===== src/fpms_defs.vh =====
// Constants for the front-panel mode supervisor: register offsets, fields,
// reset values and timing counts. Assumes a 200 MHz module clock.
`ifndef FPMS_DEFS_VH
`define FPMS_DEFS_VH

// ==========================================================================
// Register offsets (word index on the plain register port)
`define FPMS_REG_CTRL      4'h0
`define FPMS_REG_ERRCODE   4'h1
`define FPMS_REG_DIAG      4'h2
`define FPMS_REG_STATUS    4'h3
`define FPMS_REG_SUMMARY   4'h4

// ==========================================================================
// CTRL fields
`define FPMS_CTRL_MODE_LO  0
`define FPMS_CTRL_MODE_HI  1
`define FPMS_CTRL_RDN      2
`define FPMS_CTRL_SEC      3
`define FPMS_CTRL_DIAG     4
`define FPMS_CTRL_NVFLT    5
`define FPMS_CTRL_HWERR    6
`define FPMS_CTRL_ONLINE   7
`define FPMS_CTRL_RST      8'h00

// Operating modes
`define FPMS_MODE_EXEC     2'h0
`define FPMS_MODE_CONF     2'h1
`define FPMS_MODE_ERR      2'h2

// Status indicator colour codes
`define FPMS_COL_OFF       2'h0
`define FPMS_COL_GREEN     2'h1
`define FPMS_COL_RED       2'h2

// Error code shown at startup after a memory fault was flagged
`define FPMS_ERR_NVRAM     8'h01

// Module type and firmware revision, arbitrary neutral values
`define FPMS_MODULE_TYPE   8'h5A
`define FPMS_FW_REV        8'h10

// ==========================================================================
// Timing: a startup step of 100 ms, a blink half period of 500 ms (1 Hz),
// a debounce of 10 ms, a processor init blank of 1 ms
`define FPMS_CLK_MHZ       200
`define FPMS_STEP_MS       100
`define FPMS_BLINK_MS      500
`define FPMS_DEB_MS        10
`define FPMS_INIT_MS       1
`define FPMS_STEP_CYC      (`FPMS_STEP_MS * 1000 * `FPMS_CLK_MHZ)
`define FPMS_BLINK_CYC     (`FPMS_BLINK_MS * 1000 * `FPMS_CLK_MHZ)
`define FPMS_DEB_CYC       (`FPMS_DEB_MS * 1000 * `FPMS_CLK_MHZ)
`define FPMS_INIT_CYC      (`FPMS_INIT_MS * 1000 * `FPMS_CLK_MHZ)

`endif


===== src/fpms_button.v =====
// Pushbutton conditioner: three-stage synchroniser, debounce, press pulse.
// Assumes the button is a raw pin, high while pressed.
`timescale 1ns/1ps

module fpms_button
#(
  parameter DEB_CYC = 2000000
)
(
  clk,
  rst_n,
  clk_en,
  button_raw,
  press_pulse
);
  input        clk;
  input        rst_n;
  input        clk_en;
  input        button_raw;
  output       press_pulse;

  reg          sync1_ff;
  reg          sync2_ff;
  reg          sync3_ff;
  reg          stable_ff;
  reg  [31:0]  deb_cnt_ff;
  reg          press_ff;

  // ========================================================================
  // Synchroniser; a change counts once stages two and three agree
  always @(posedge clk or negedge rst_n)
  begin
    if (!rst_n)
    begin
      sync1_ff <= 1'b0;
      sync2_ff <= 1'b0;
      sync3_ff <= 1'b0;
    end
    else if (clk_en)
    begin
      sync1_ff <= button_raw;
      sync2_ff <= sync1_ff;
      sync3_ff <= sync2_ff;
    end
  end

  // ========================================================================
  // Debounce: level must hold for DEB_CYC before it is accepted
  always @(posedge clk or negedge rst_n)
  begin
    if (!rst_n)
    begin
      stable_ff  <= 1'b0;
      deb_cnt_ff <= 32'h0000_0000;
      press_ff   <= 1'b0;
    end
    else if (clk_en)
    begin
      press_ff <= 1'b0;
      if ((sync2_ff != sync3_ff) || (sync3_ff == stable_ff))
        deb_cnt_ff <= 32'h0000_0000;
      else if (deb_cnt_ff >= DEB_CYC - 1)
      begin
        deb_cnt_ff <= 32'h0000_0000;
        stable_ff  <= sync3_ff;
        press_ff   <= sync3_ff;
      end
      else
        deb_cnt_ff <= deb_cnt_ff + 32'h0000_0001;
    end
  end

  assign press_pulse = press_ff;

endmodule // fpms_button


===== src/fpms_top.v =====
// Front-panel mode supervisor: startup lamp sequence, mode display, error
// codes, diagnostic counts and a two-stage stop/reset pushbutton.
// Assumes firmware drives the register port and the lamps are active high.
`timescale 1ns/1ps
`include "fpms_defs.vh"

module fpms_top
#(
  parameter STEP_CYC  = `FPMS_STEP_CYC,
  parameter BLINK_CYC = `FPMS_BLINK_CYC,
  parameter DEB_CYC   = `FPMS_DEB_CYC,
  parameter INIT_CYC  = `FPMS_INIT_CYC
)
(
  clk,
  rst_n,
  clk_en,
  reg_addr,
  reg_wdata,
  reg_wr,
  reg_rd,
  reg_rdata,
  button_raw,
  halt_jumper,
  lamp_a,
  lamp_b,
  status_red,
  status_green,
  cfg_lock,
  links_off,
  handover,
  nv_write_en,
  unit_reset
);
  input         clk;
  input         rst_n;
  input         clk_en;
  input  [3:0]  reg_addr;
  input  [7:0]  reg_wdata;
  input         reg_wr;
  input         reg_rd;
  output [7:0]  reg_rdata;
  input         button_raw;
  input         halt_jumper;
  output [7:0]  lamp_a;
  output [7:0]  lamp_b;
  output        status_red;
  output        status_green;
  output        cfg_lock;
  output        links_off;
  output        handover;
  output        nv_write_en;
  output        unit_reset;

  // States
  localparam ST_INIT  = 3'h0;
  localparam ST_SEQ   = 3'h1;
  localparam ST_RUN   = 3'h2;
  localparam ST_STOP  = 3'h3;
  localparam ST_EHALT = 3'h4;

  reg  [2:0]  state_ff;
  reg  [2:0]  nxt_state;
  reg  [2:0]  step_ff;
  reg  [31:0] tmr_ff;
  reg  [31:0] blink_cnt_ff;
  reg         blink_ff;
  reg  [7:0]  ctrl_ff;
  reg  [7:0]  err_code_ff;
  reg  [7:0]  diag_ff;
  reg         nv_pending_ff;
  reg         nv_sticky_ff;
  reg  [7:0]  rdata_ff;
  reg  [7:0]  lamp_a_ff;
  reg  [7:0]  lamp_b_ff;
  reg         red_ff;
  reg         green_ff;
  reg         lock_ff;
  reg         links_off_ff;
  reg         handover_ff;
  reg         nv_we_ff;
  reg         unit_rst_ff;
  reg         jmp1_ff;
  reg         jmp2_ff;
  reg         jmp3_ff;
  reg         jmp_ff;
  reg  [7:0]  nxt_a;
  reg  [7:0]  nxt_b;
  reg  [1:0]  nxt_col;
  reg  [7:0]  summ_byte;

  wire        press;
  wire [1:0]  mode      = ctrl_ff[`FPMS_CTRL_MODE_HI:`FPMS_CTRL_MODE_LO];
  wire        redundant = ctrl_ff[`FPMS_CTRL_RDN];
  wire        secondary = ctrl_ff[`FPMS_CTRL_SEC];
  wire        step_done = (tmr_ff >= STEP_CYC - 1);
  wire        seq_last  = secondary ? (step_ff == 3'h4) : (step_ff == 3'h3);

  // ========================================================================
  // Pushbutton conditioner
  fpms_button
  #(
    .DEB_CYC     (DEB_CYC)
  )
  u_button
  (
    .clk         (clk),
    .rst_n       (rst_n),
    .clk_en      (clk_en),
    .button_raw  (button_raw),
    .press_pulse (press)
  );

  // ========================================================================
  // Halt jumper synchroniser
  always @(posedge clk or negedge rst_n)
  begin
    if (!rst_n)
    begin
      jmp1_ff <= 1'b0;
      jmp2_ff <= 1'b0;
      jmp3_ff <= 1'b0;
      jmp_ff  <= 1'b0;
    end
    else if (clk_en)
    begin
      jmp1_ff <= halt_jumper;
      jmp2_ff <= jmp1_ff;
      jmp3_ff <= jmp2_ff;
      if (jmp2_ff == jmp3_ff)
        jmp_ff <= jmp3_ff;
    end
  end

  // ========================================================================
  // Blink divider, toggles every BLINK_CYC for roughly 1 Hz
  always @(posedge clk or negedge rst_n)
  begin
    if (!rst_n)
    begin
      blink_cnt_ff <= 32'h0000_0000;
      blink_ff     <= 1'b0;
    end
    else if (clk_en)
    begin
      if (blink_cnt_ff >= BLINK_CYC - 1)
      begin
        blink_cnt_ff <= 32'h0000_0000;
        blink_ff     <= ~blink_ff;
      end
      else
        blink_cnt_ff <= blink_cnt_ff + 32'h0000_0001;
    end
  end

  // ========================================================================
  // Supervisor state machine
  always @*
  begin
    nxt_state = state_ff;
    case (state_ff)
      ST_INIT:
        if (tmr_ff >= INIT_CYC - 1)
          nxt_state = nv_sticky_ff ? ST_EHALT : ST_SEQ;
      ST_SEQ:
        if (step_done && seq_last)
          nxt_state = ST_RUN;
      ST_RUN:
        if (ctrl_ff[`FPMS_CTRL_HWERR])
          nxt_state = ST_EHALT;
        else if (press)
          nxt_state = ST_STOP;
      ST_STOP:
        if (press)
          nxt_state = ST_INIT;
      ST_EHALT:
        if (press)
          nxt_state = ST_INIT;
      default:
        nxt_state = ST_INIT;
    endcase
  end

  // Reset request from a press while stopped or error-halted, used by the register and output blocks
  wire do_reset = press && ((state_ff == ST_STOP) || (state_ff == ST_EHALT));

  // ========================================================================
  // State, timer and step counter
  always @(posedge clk or negedge rst_n)
  begin
    if (!rst_n)
    begin
      state_ff <= ST_INIT;
      tmr_ff   <= 32'h0000_0000;
      step_ff  <= 3'h0;
    end
    else if (clk_en)
    begin
      state_ff <= nxt_state;
      if (nxt_state != state_ff)
      begin
        tmr_ff  <= 32'h0000_0000;
        step_ff <= 3'h0;
      end
      else if (state_ff == ST_SEQ && step_done)
      begin
        tmr_ff  <= 32'h0000_0000;
        step_ff <= step_ff + 3'h1;
      end
      else
        tmr_ff <= tmr_ff + 32'h0000_0001;
    end
  end

  // ========================================================================
  // Register port: writes, and memory fault sticky flag
  always @(posedge clk or negedge rst_n)
  begin
    if (!rst_n)
    begin
      ctrl_ff       <= `FPMS_CTRL_RST;
      err_code_ff   <= 8'h00;
      diag_ff       <= 8'h00;
      nv_pending_ff <= 1'b0;
      nv_sticky_ff  <= 1'b0;
    end
    else if (clk_en)
    begin
      if (do_reset)
      begin
        // Restore power-up defaults; role survives, the memory fault flag only on a reset from ST_STOP
        ctrl_ff     <= `FPMS_CTRL_RST | (ctrl_ff & 8'h0C);
        err_code_ff <= 8'h00;
        diag_ff     <= 8'h00;
      end
      else if (reg_wr && !lock_ff)
      begin
        case (reg_addr)
          `FPMS_REG_CTRL:    ctrl_ff     <= reg_wdata;
          `FPMS_REG_ERRCODE: err_code_ff <= reg_wdata;
          `FPMS_REG_DIAG:    diag_ff     <= reg_wdata;
          `FPMS_REG_STATUS:  nv_pending_ff <= reg_wdata[0];
          default:           nv_pending_ff <= nv_pending_ff;
        endcase
      end
      else if (lock_ff)
        nv_pending_ff <= 1'b0;
      if (ctrl_ff[`FPMS_CTRL_NVFLT])
        nv_sticky_ff <= 1'b1;
      else if (state_ff == ST_EHALT && do_reset)
        nv_sticky_ff <= 1'b0;
    end
  end

  // ========================================================================
  // Status summary record, six bytes at offsets 4..9; offsets 10..15 read zero
  always @*
  begin
    summ_byte = 8'h00;
    case (reg_addr - `FPMS_REG_SUMMARY)
      4'h0:    summ_byte = {5'h00, nv_sticky_ff, ctrl_ff[`FPMS_CTRL_HWERR],
                            state_ff == ST_EHALT};
      4'h1:    summ_byte = err_code_ff;
      4'h2:    summ_byte = `FPMS_MODULE_TYPE;
      4'h3:    summ_byte = `FPMS_FW_REV;
      4'h4:    summ_byte = {5'h00, state_ff};
      4'h5:    summ_byte = diag_ff;
      default: summ_byte = 8'h00;
    endcase
  end

  // Read data, one cycle after the strobe
  always @(posedge clk or negedge rst_n)
  begin
    if (!rst_n)
      rdata_ff <= 8'h00;
    else if (clk_en)
    begin
      if (!reg_rd)
        rdata_ff <= 8'h00;
      else
        case (reg_addr)
          `FPMS_REG_CTRL:    rdata_ff <= ctrl_ff;
          `FPMS_REG_ERRCODE: rdata_ff <= err_code_ff;
          `FPMS_REG_DIAG:    rdata_ff <= diag_ff;
          `FPMS_REG_STATUS:  rdata_ff <= {3'h0, nv_sticky_ff, lock_ff, state_ff};
          default:           rdata_ff <= summ_byte;
        endcase
    end
  end

  // ========================================================================
  // Lamp pattern and status colour
  always @*
  begin
    nxt_a   = 8'h00;
    nxt_b   = 8'h00;
    nxt_col = `FPMS_COL_OFF;
    case (state_ff)
      ST_INIT:
      begin
        nxt_a   = 8'hFF;
        nxt_b   = 8'hFF;
        nxt_col = `FPMS_COL_OFF;
      end
      ST_SEQ:
      begin
        nxt_col = (step_ff == 3'h0) ? `FPMS_COL_RED : `FPMS_COL_GREEN;
        if (!secondary)
          case (step_ff)
            3'h0, 3'h1: begin nxt_a = 8'hFF; nxt_b = 8'hFF; end
            3'h2:       begin nxt_a = 8'hC0; nxt_b = 8'hFF; end
            default:    begin nxt_a = 8'hC0; nxt_b = 8'h00; end
          endcase
        else
          case (step_ff)
            3'h0, 3'h1: begin nxt_a = 8'hFF; nxt_b = 8'hFF; end
            3'h2:       nxt_a = 8'h00;
            3'h3:       nxt_a = 8'h40;
            default:    nxt_a = 8'h80;
          endcase
      end
      ST_RUN:
      begin
        if (!ctrl_ff[`FPMS_CTRL_ONLINE])
        begin
          nxt_a = 8'hFF;
          nxt_b = 8'hFF;
        end
        else
        begin
          if (mode == `FPMS_MODE_ERR)
            nxt_a = err_code_ff;
          else if (redundant)
            nxt_a = secondary ? 8'h80 : 8'hC0;
          if (ctrl_ff[`FPMS_CTRL_DIAG])
            nxt_b = diag_ff;
        end
        if (mode == `FPMS_MODE_EXEC && !ctrl_ff[`FPMS_CTRL_NVFLT])
          nxt_col = `FPMS_COL_GREEN;
        else
          nxt_col = blink_ff ? `FPMS_COL_GREEN : `FPMS_COL_OFF;
      end
      ST_STOP:
      begin
        nxt_a   = 8'h3F;
        nxt_col = `FPMS_COL_RED;
      end
      ST_EHALT:
      begin
        nxt_a   = nv_sticky_ff ? `FPMS_ERR_NVRAM : err_code_ff;
        nxt_col = `FPMS_COL_RED;
      end
      default:
        nxt_col = `FPMS_COL_OFF;
    endcase
    if (jmp_ff)
      nxt_col = `FPMS_COL_OFF;
  end

  // ========================================================================
  // Registered outputs, eighteen indicators and stop actions
  always @(posedge clk or negedge rst_n)
  begin
    if (!rst_n)
    begin
      lamp_a_ff    <= 8'h00;
      lamp_b_ff    <= 8'h00;
      red_ff       <= 1'b0;
      green_ff     <= 1'b0;
      lock_ff      <= 1'b0;
      links_off_ff <= 1'b1;
      handover_ff  <= 1'b0;
      nv_we_ff     <= 1'b0;
      unit_rst_ff  <= 1'b0;
    end
    else if (clk_en)
    begin
      lamp_a_ff    <= nxt_a;
      lamp_b_ff    <= nxt_b;
      red_ff       <= (nxt_col == `FPMS_COL_RED);
      green_ff     <= (nxt_col == `FPMS_COL_GREEN);
      lock_ff      <= (state_ff == ST_STOP);
      links_off_ff <= (state_ff != ST_RUN);
      handover_ff  <= (state_ff == ST_STOP) && redundant;
      nv_we_ff     <= (state_ff == ST_RUN && mode == `FPMS_MODE_CONF)
                      || nv_pending_ff;
      unit_rst_ff  <= do_reset;
    end
  end

  assign reg_rdata    = rdata_ff;
  assign lamp_a       = lamp_a_ff;
  assign lamp_b       = lamp_b_ff;
  assign status_red   = red_ff;
  assign status_green = green_ff;
  assign cfg_lock     = lock_ff;
  assign links_off    = links_off_ff;
  assign handover     = handover_ff;
  assign nv_write_en  = nv_we_ff;
  assign unit_reset   = unit_rst_ff;

endmodule // fpms_top


===== config.mk =====
export PLATFORM = sky130hd
export DESIGN_NAME = fpms_top
export DESIGN_NICKNAME = d
export VERILOG_FILES = /design/src/fpms_button.v /design/src/fpms_top.v
export VERILOG_INCLUDE_DIRS = /design/src
export SDC_FILE = /design/constraint.sdc
export NUM_CORES = 1
export LEC_CHECK = 0
export ABC_AREA = 1
export BUFFER_PORTS_ARGS = -buffer_cell sky130_fd_sc_hd__buf_2
export CAP_MARGIN = 20
export CORE_MARGIN = 2
export CORE_UTILIZATION = 50
export DETAILED_ROUTE_END_ITERATION = 8
export GPL_TIMING_DRIVEN = 0
export HOLD_SLACK_MARGIN = 0.02
export PLACE_DENSITY = 0.73
export SLEW_MARGIN = 15
export SYNTH_ARGS = -nofsm -noshare
export SYNTH_HDL_FRONTEND = slang
export SYNTH_SLANG_ARGS = --single-unit

===== constraint.sdc =====
create_clock -name clk -period 2.5 [get_ports clk]
set_clock_uncertainty 0.15 [all_clocks]
set_input_delay 0.25 -clock clk [delete_from_list [all_inputs] [get_ports clk]]
set_output_delay 0.25 -clock clk [all_outputs]
set_load 0.02 [all_outputs]

==> impl_metrics.ini, run 1 <==
[run_status]
outcome = completed

[sta]
period_share = 0.9724
worst_pin_slew_ns = 0.7557
finalHoldViolCount = 0
setup_violations = 0
fin_crit_ns = 2.431
drv_slew = 0
rsz0062_at_grt = yes
whs_ns = 0.1224
slew_headroom = 0.4962
max_freq_ghz = 0.4114

[cts]
clk_pin_slew_worst_paths_ns = 0.06
clk_path_buf_depth = 2
cts_root_buf = clkbuf_16
cts_buffers = 17
clkLatencyLatePin_ns = 0.43
cts.htree.levels = 4
cts.sinks = 169
cts_tree = done

[cells_and_area]
nets = 1243
syn_to_final_growth_pct = 16.52
diodes = 0
drive_gt1_frac = 0.1513
stdcell_count = 1458

[floorplan]
die_y_microns = 138.9
rows = 49
coreArea_sq_um = 17900
dieArea_sq_um = 19280
start_util = 0.5080
die_width_microns = 138.9
pin_count = 50

[synth]
yosys.cell_types.count = 54
synth_fp_nets = 1152
yosys_most_used_dff = dfrtp_1
synth_edf_count = 0
synth_mux_area_frac = 0.001101
yosysTopAreaCell = dfrtp_1
synth_fa_ha_area_frac = 0.01101
avgSynthCellArea_sq_um = 8.083
async_flop_share = 1.000
synth_compound_area_frac = 0.1186
synth_area_leaders = dfrtp_1, nand2_1, inv_1
synth-simple-area-share = 0.2735
synth_area_sq_um = 9094
syn_inst = 1125
synth-seq-area-share = 0.4652
synth-seq-cells = 169
synth_top_family_by_area = simple AND/OR/NAND/NOR gates
yosys.area_share.xor_xnor = 0.04527
synth_top_area_frac = 0.4623
yosys_warnings = 0

[drt]
drc = 0
ant_nets = 0
routed_wl_microns = 21660
vias = 7827
vias_per_cell = 5.368
drt_pass1_iterations = 5
drtIter0Drc = 603
post_drt_wl_per_cell_microns = 14.86

[global_routing]
grt_pass1_wl_microns = 35890
overflow = 0
met3_usage = 0.04938
use_met2 = 0.3638
antenna_found_initial = 0
grt_pass1_vias = 7445
grt_start_max_net_pins = 99
grt_usage = 0.2290
grt_most_used_layer = met2
met1_usage = 0.3140

[setup_path]
startpoint_type = register
worst_path_max_delay_cell = dfrtp_1
path_max_fanout = 4
crit_path_max_incr_delay_ns = 0.38
cp.arrival_ns = 2.59
path_cells = ha_2, nand2_2, nor2_4, nand2_2, nor2_4, nand4_1, nor3_2, nand2_1, nor3_2, nand2_1, o21ai_1, a21oi_1
end_kind = register
critical_path_class = reg2reg
critPathBufInv = 0
crit_required_ns = 2.66
critPathTopFamily = simple AND/OR/NAND/NOR gates

[power_and_ir_drop]
irDropWorstVdd_v = 0.0006908
leakagePower_nw = 4.741
power_density_nw_per_um2 = 744.7

[placement]
dp_cells = 1404
hpwlAfterDp_microns = 15420
io_buffers = 49
gp_congestion = 0.9587

[min_path]
hold_path.class = in2reg

[job]
max_cap_violations = 0
-- worst register-to-register path, stage by stage (launching register included) --
cell,delay [ns]
dfrtp_1,0.38
ha_2,0.20
nand2_2,0.07
nor2_4,0.15
nand2_2,0.08
nor2_4,0.14
nand4_1,0.16
nor3_2,0.28
nand2_1,0.13
nor3_2,0.26
nand2_1,0.10
o21ai_1,0.14
a21oi_1,0.06
-- where the power goes --
| group | switching (mW) | leakage [nW] | internal, mW | total [mW] |
|---|---|---|---|---|
| clock network | 1.11 | 0.308 | 1.74 | 2.85 |
| logic | 1.11 | 2.22 | 0.591 | 1.70 |
| registers | 0.279 | 2.21 | 3.06 | 3.34 |
-- synth_stat cells (all sizes together) (3+ instances only) --
cell	n
inv	160
ha	8
nand3	44
nand4	26
a31oi	3
dfrtp	168
a21oi	37
xnor2	9
clkbuf	17
nand2	231
nor4	11
o21ai	88
o211ai	4
o31ai	4
xor2	38
o22ai	34
buf	12
nor3	42
nor2	163
a211oi	4
-- path summary, 6_finish.rpt --
kind | from | slack (ns) | end | cells past startpoint
min reg2reg | u_button.deb_cnt_ff[26] | 0.32 | u_button.deb_cnt_ff[26] | 2
min | reg_wr | 0.12 | nv_pending_ff | 5
min in group asynchronous | rst_n | 0.29 | tmr_ff[20] | 2
max in group asynchronous | rst_n | 1.09 | u_button.deb_cnt_ff[9] | 3
max | blink_cnt_ff[1] | 0.07 | blink_cnt_ff[24] | 12
max reg2reg | blink_cnt_ff[1] | 0.07 | blink_cnt_ff[24] | 12
-- placed cells by master, fill, tap and decap left out, types with 12 or more instances in the layout --
| master | instances |
|---|---|
| a21oi_1 | 36 |
| nor2_1 | 123 |
| o22ai_1 | 34 |
| dfrtp_1 | 167 |
| clkbuf_1 | 15 |
| buf_4 | 12 |
| xor2_1 | 38 |
| o21ai_0 | 81 |
| nor2_4 | 34 |
| clkbuf_16 | 17 |
| nand3_1 | 39 |
| nand4_1 | 25 |
| buf_2 | 51 |
| inv_1 | 153 |
| nand2_1 | 219 |
| nor3_1 | 36 |
-- flip-flops by register name, summed over array words and instances, names as in the netlist, 3 cells and up --
| signal | count |
|---|---|
| blink_cnt_ff | 32 |
| tmr_ff | 32 |
| u_button.deb_cnt_ff | 32 |
| ctrl_ff | 8 |
| diag_ff | 8 |
| err_code_ff | 8 |
| lamp_a | 8 |
| lamp_b | 8 |
| reg_rdata | 8 |
| state_ff | 3 |
| step_ff | 3 |
-- cell families after synthesis --
| group | Yosys count |
|---|---|
| DFF | 169 |
| xor gates and xnor gates | 47 |
| adders and majority gates | 8 |
| AOI/OAI and AO/OA | 189 |
| and+or+nand+nor | 521 |
| muxes | 1 |
| buffers and inverters | 190 |
-- per-layer routing --
metal | vias up | wire length [microns]
met5 | - | 0
met4 | 0 | 502
met3 | 37 | 1059
met2 | 214 | 10270
met1 | 3720 | 9826
li1 | 3856 | -
-- repair_timing --
| item | CTS | global route |
|---|---|---|
| pin swaps | 0 | 10 |
| hold buffers | 11 | 0 |
| resized for setup | 2 | 31 |
| endpoints found under the setup margin | 11 | 90 |
| setup buffers | 0 | 11 |
| endpoints found under the hold margin | 107 | 0 |
-- through the flow --
step	power [mW]	util	TNS (ns)	setup slack, ns	cell area (sq um)
3_3_place_gp	4.946	0.5377	-264.29	-1.585	9625
3_5_place_dp	4.999	0.5398	-0.3669	-0.04282	9663
5_1_grt	8.271	0.5919	-0.07544	-0.07544	10600
4_1_cts	7.869	0.5822	0	0.002865	10420
2_1_floorplan	4.491	-	0	0.4192	9094
6_report	7.891	0.5919	0	0.06901	10600
-- final cells by class --
| type | count | area, sq um |
|---|---|---|
| Timing Repair Buffer | 72 | 475.5 |
| Multi-Input combinational cell | 766 | 4174 |
| Buffer | 29 | 171.4 |
| Fill cell | 1571 | 7306 |
| Sequential cell | 169 | 4232 |
| Inverter | 161 | 614.3 |
| Tap cell | 229 | 286.5 |
| Clock buffer | 19 | 452.9 |
| Clock inverter | 13 | 190.2 |
No activity file was read; power rests on OpenSTA's default activity.
==> inputs of run 2 (changes only) <==
Settings changed: CAP_MARGIN 20 to 5, CELL_PAD_IN_SITES_DETAIL_PLACEMENT set to 0, CELL_PAD_IN_SITES_GLOBAL_PLACEMENT set to 1, CORE_UTILIZATION 50 to 46, PLACE_DENSITY 0.73 to 0.85.
==> run 2 against run 1 <==
Net effect: routed wire length grew 0.85%; sequential power about the same; largest cell class unchanged; critical path depth rose by 3; flip-flop and latch count unchanged; total power fell by 2.9%.
==> impl_metrics.ini, run 2 (synthesized netlist as in run 1, its figures left out) <==
[cts]
cts_buffers = 17
cts_root_buf = clkbuf_16
cts.htree.levels = 4
cts_tree = done
clkLatencyLatePin_ns = 0.43
clk_pin_slew_worst_paths_ns = 0.06
cts.sinks = 169
clk_path_buf_depth = 2

[drt]
drtIter0Drc = 549
vias = 7612
vias_per_cell = 5.116
drt_pass1_iterations = 5
drc = 0
ant_nets = 0
routed_wl_microns = 21850
post_drt_wl_per_cell_microns = 14.68

[power_and_ir_drop]
leakagePower_nw = 4.718
irDropWorstVdd_v = 0.0005026
power.total_mw = 7.659
power_density_nw_per_um2 = 724.8

[sta]
rsz0062_at_grt = yes
fin_crit_ns = 2.369
period_share = 0.9477
fin_setup_tns_ns = 0
finalHoldViolCount = 0
slew_headroom = 0.4410
max_freq_ghz = 0.4221
setup_slack_ns = 0.1308
drv_slew = 0
setup_violations = 0
worst_pin_slew_ns = 0.8385

[setup_path]
reg2regPathDepth = 15
path_cells = ha_4, nand3_2, nor3_4, nand2_1, nand2_1, nand2_1, nand2_2, nand3_1, o21ai_0, nor2_4, nand3_4, nand2_4, clkinv_8, clkbuf_16, nor2_4
cp.arrival_ns = 2.54
crit_path_max_incr_delay_ns = 0.42
crit_required_ns = 2.67
path_max_fanout = 6
crit_top_cell = nand2_1
startpoint_type = register
end_kind = register
worst_path_max_delay_cell = dfrtp_1
critical_path_class = reg2reg

[placement]
dp_cells = 1440
postPlaceCellArea_sq_um = 9708
pre_cts_slack_ns = -0.08018
gp_congestion = 0.9156
hpwlAfterDp_microns = 15780
io_buffers = 49

[min_path]
hold_path.class = in2reg
hold_depth = 3

[cells_and_area]
layout_commonest_cell = nand2_1
diodes = 0
fin_area_sq_um = 10570
reg.largest.list = blink_cnt_ff x32, tmr_ff x32, u_button.deb_cnt_ff x32
syn_to_final_growth_pct = 16.21
drive_gt1_frac = 0.1455
stdcell_count = 1488
final_cell_mix = nand2_1, dfrtp_1, inv_1
nets = 1237

[floorplan]
die_width_microns = 144.6
start_util = 0.4672
pin_count = 50
coreArea_sq_um = 19460
dieArea_sq_um = 20910
die_y_microns = 144.6
rows = 51

[global_routing]
grt_usage = 0.2196
grt_pass1_wl_microns = 35830
overflow = 0
antenna_found_initial = 0
grt_start_max_net_pins = 101
grt_pass1_vias = 7220

[job]
max_cap_violations = 0

[run_status]
outcome = completed
run 2: cell count changes in the layout (fill, tap and decap cells not counted), sizes merged:
cell,change
inv,+1
buf,-8
clkinvlp,-1
bufinv,-4
clkbuf,+2
clkinv,+4
run 2: cell type report:
type,count,area [sq um]
clock buffers,19,452.9
repair buffers,66,483.0
flip-flops and latches,169,4234
inverters,161,621.8
clock inverters,13,112.6
plain buffers,29,171.4
well taps,265,331.6
multi-input cells,766,4160
fillers,1808,8895
run 2: what timing repair did:
item / in CTS / in global routing
gates cloned: 0 / 3
hold buffers: 11 / 0
pin swaps: 0 / 3
resized for setup: 2 / 32
setup buffers: 0 / 2
hold endpoints to repair: 80 / 0
setup endpoints to repair: 10 / 84
run 2: per-layer routing:
layer / vias to the layer above / GRT usage / wire [microns]
met5: - / 0 / 0
met1: 3582 / 0.3062 / 10300
met2: 160 / 0.3465 / 10220
li1: 3833 / - / -
met4: 0 / 0.07409 / 480
met3: 37 / 0.04007 / 842
run 2: worst paths after layout:
check	start	endpoint	slack, ns
worst min register to register	lamp_b[3]	lamp_b[3]	0.32
worst max-delay path	tmr_ff[1]	tmr_ff[27]	0.13
worst max register to register	tmr_ff[1]	tmr_ff[27]	0.13
max in group asynchronous	rst_n	state_ff[1]	1.12
min in group asynchronous	rst_n	tmr_ff[23]	0.20
worst min-delay path	reg_rd	reg_rdata[2]	0.11
run 2: critical path, delay by kind of cell, from the launching register on:
family / cells / cell delay [ns]
compound gates: 1 / 0.16
fa+ha+maj: 1 / 0.17
buf+inv: 2 / 0.26
flops: 1 / 0.42
simple gates: 11 / 1.10
run 2: power by group:
group / leakage, nW / switching, mW / internal, mW
Clock: 0.274 / 1.17 / 1.35
Sequential: 2.21 / 0.273 / 3.06
Combinational: 2.24 / 1.13 / 0.670
Total: 4.72 / 2.57 / 5.08
run 2: metrics by stage:
| stage | util | hold WS (ns) |
|---|---|---|
| 2_1_floorplan | - | -0.1956 |
| 3_3_place_gp | 0.4969 | 0.3071 |
| 3_5_place_dp | 0.4988 | 0.09610 |
| 4_1_cts | 0.5337 | 0.1065 |
| 5_1_grt | 0.5430 | 0.1478 |
| 6_report | 0.5430 | 0.1145 |
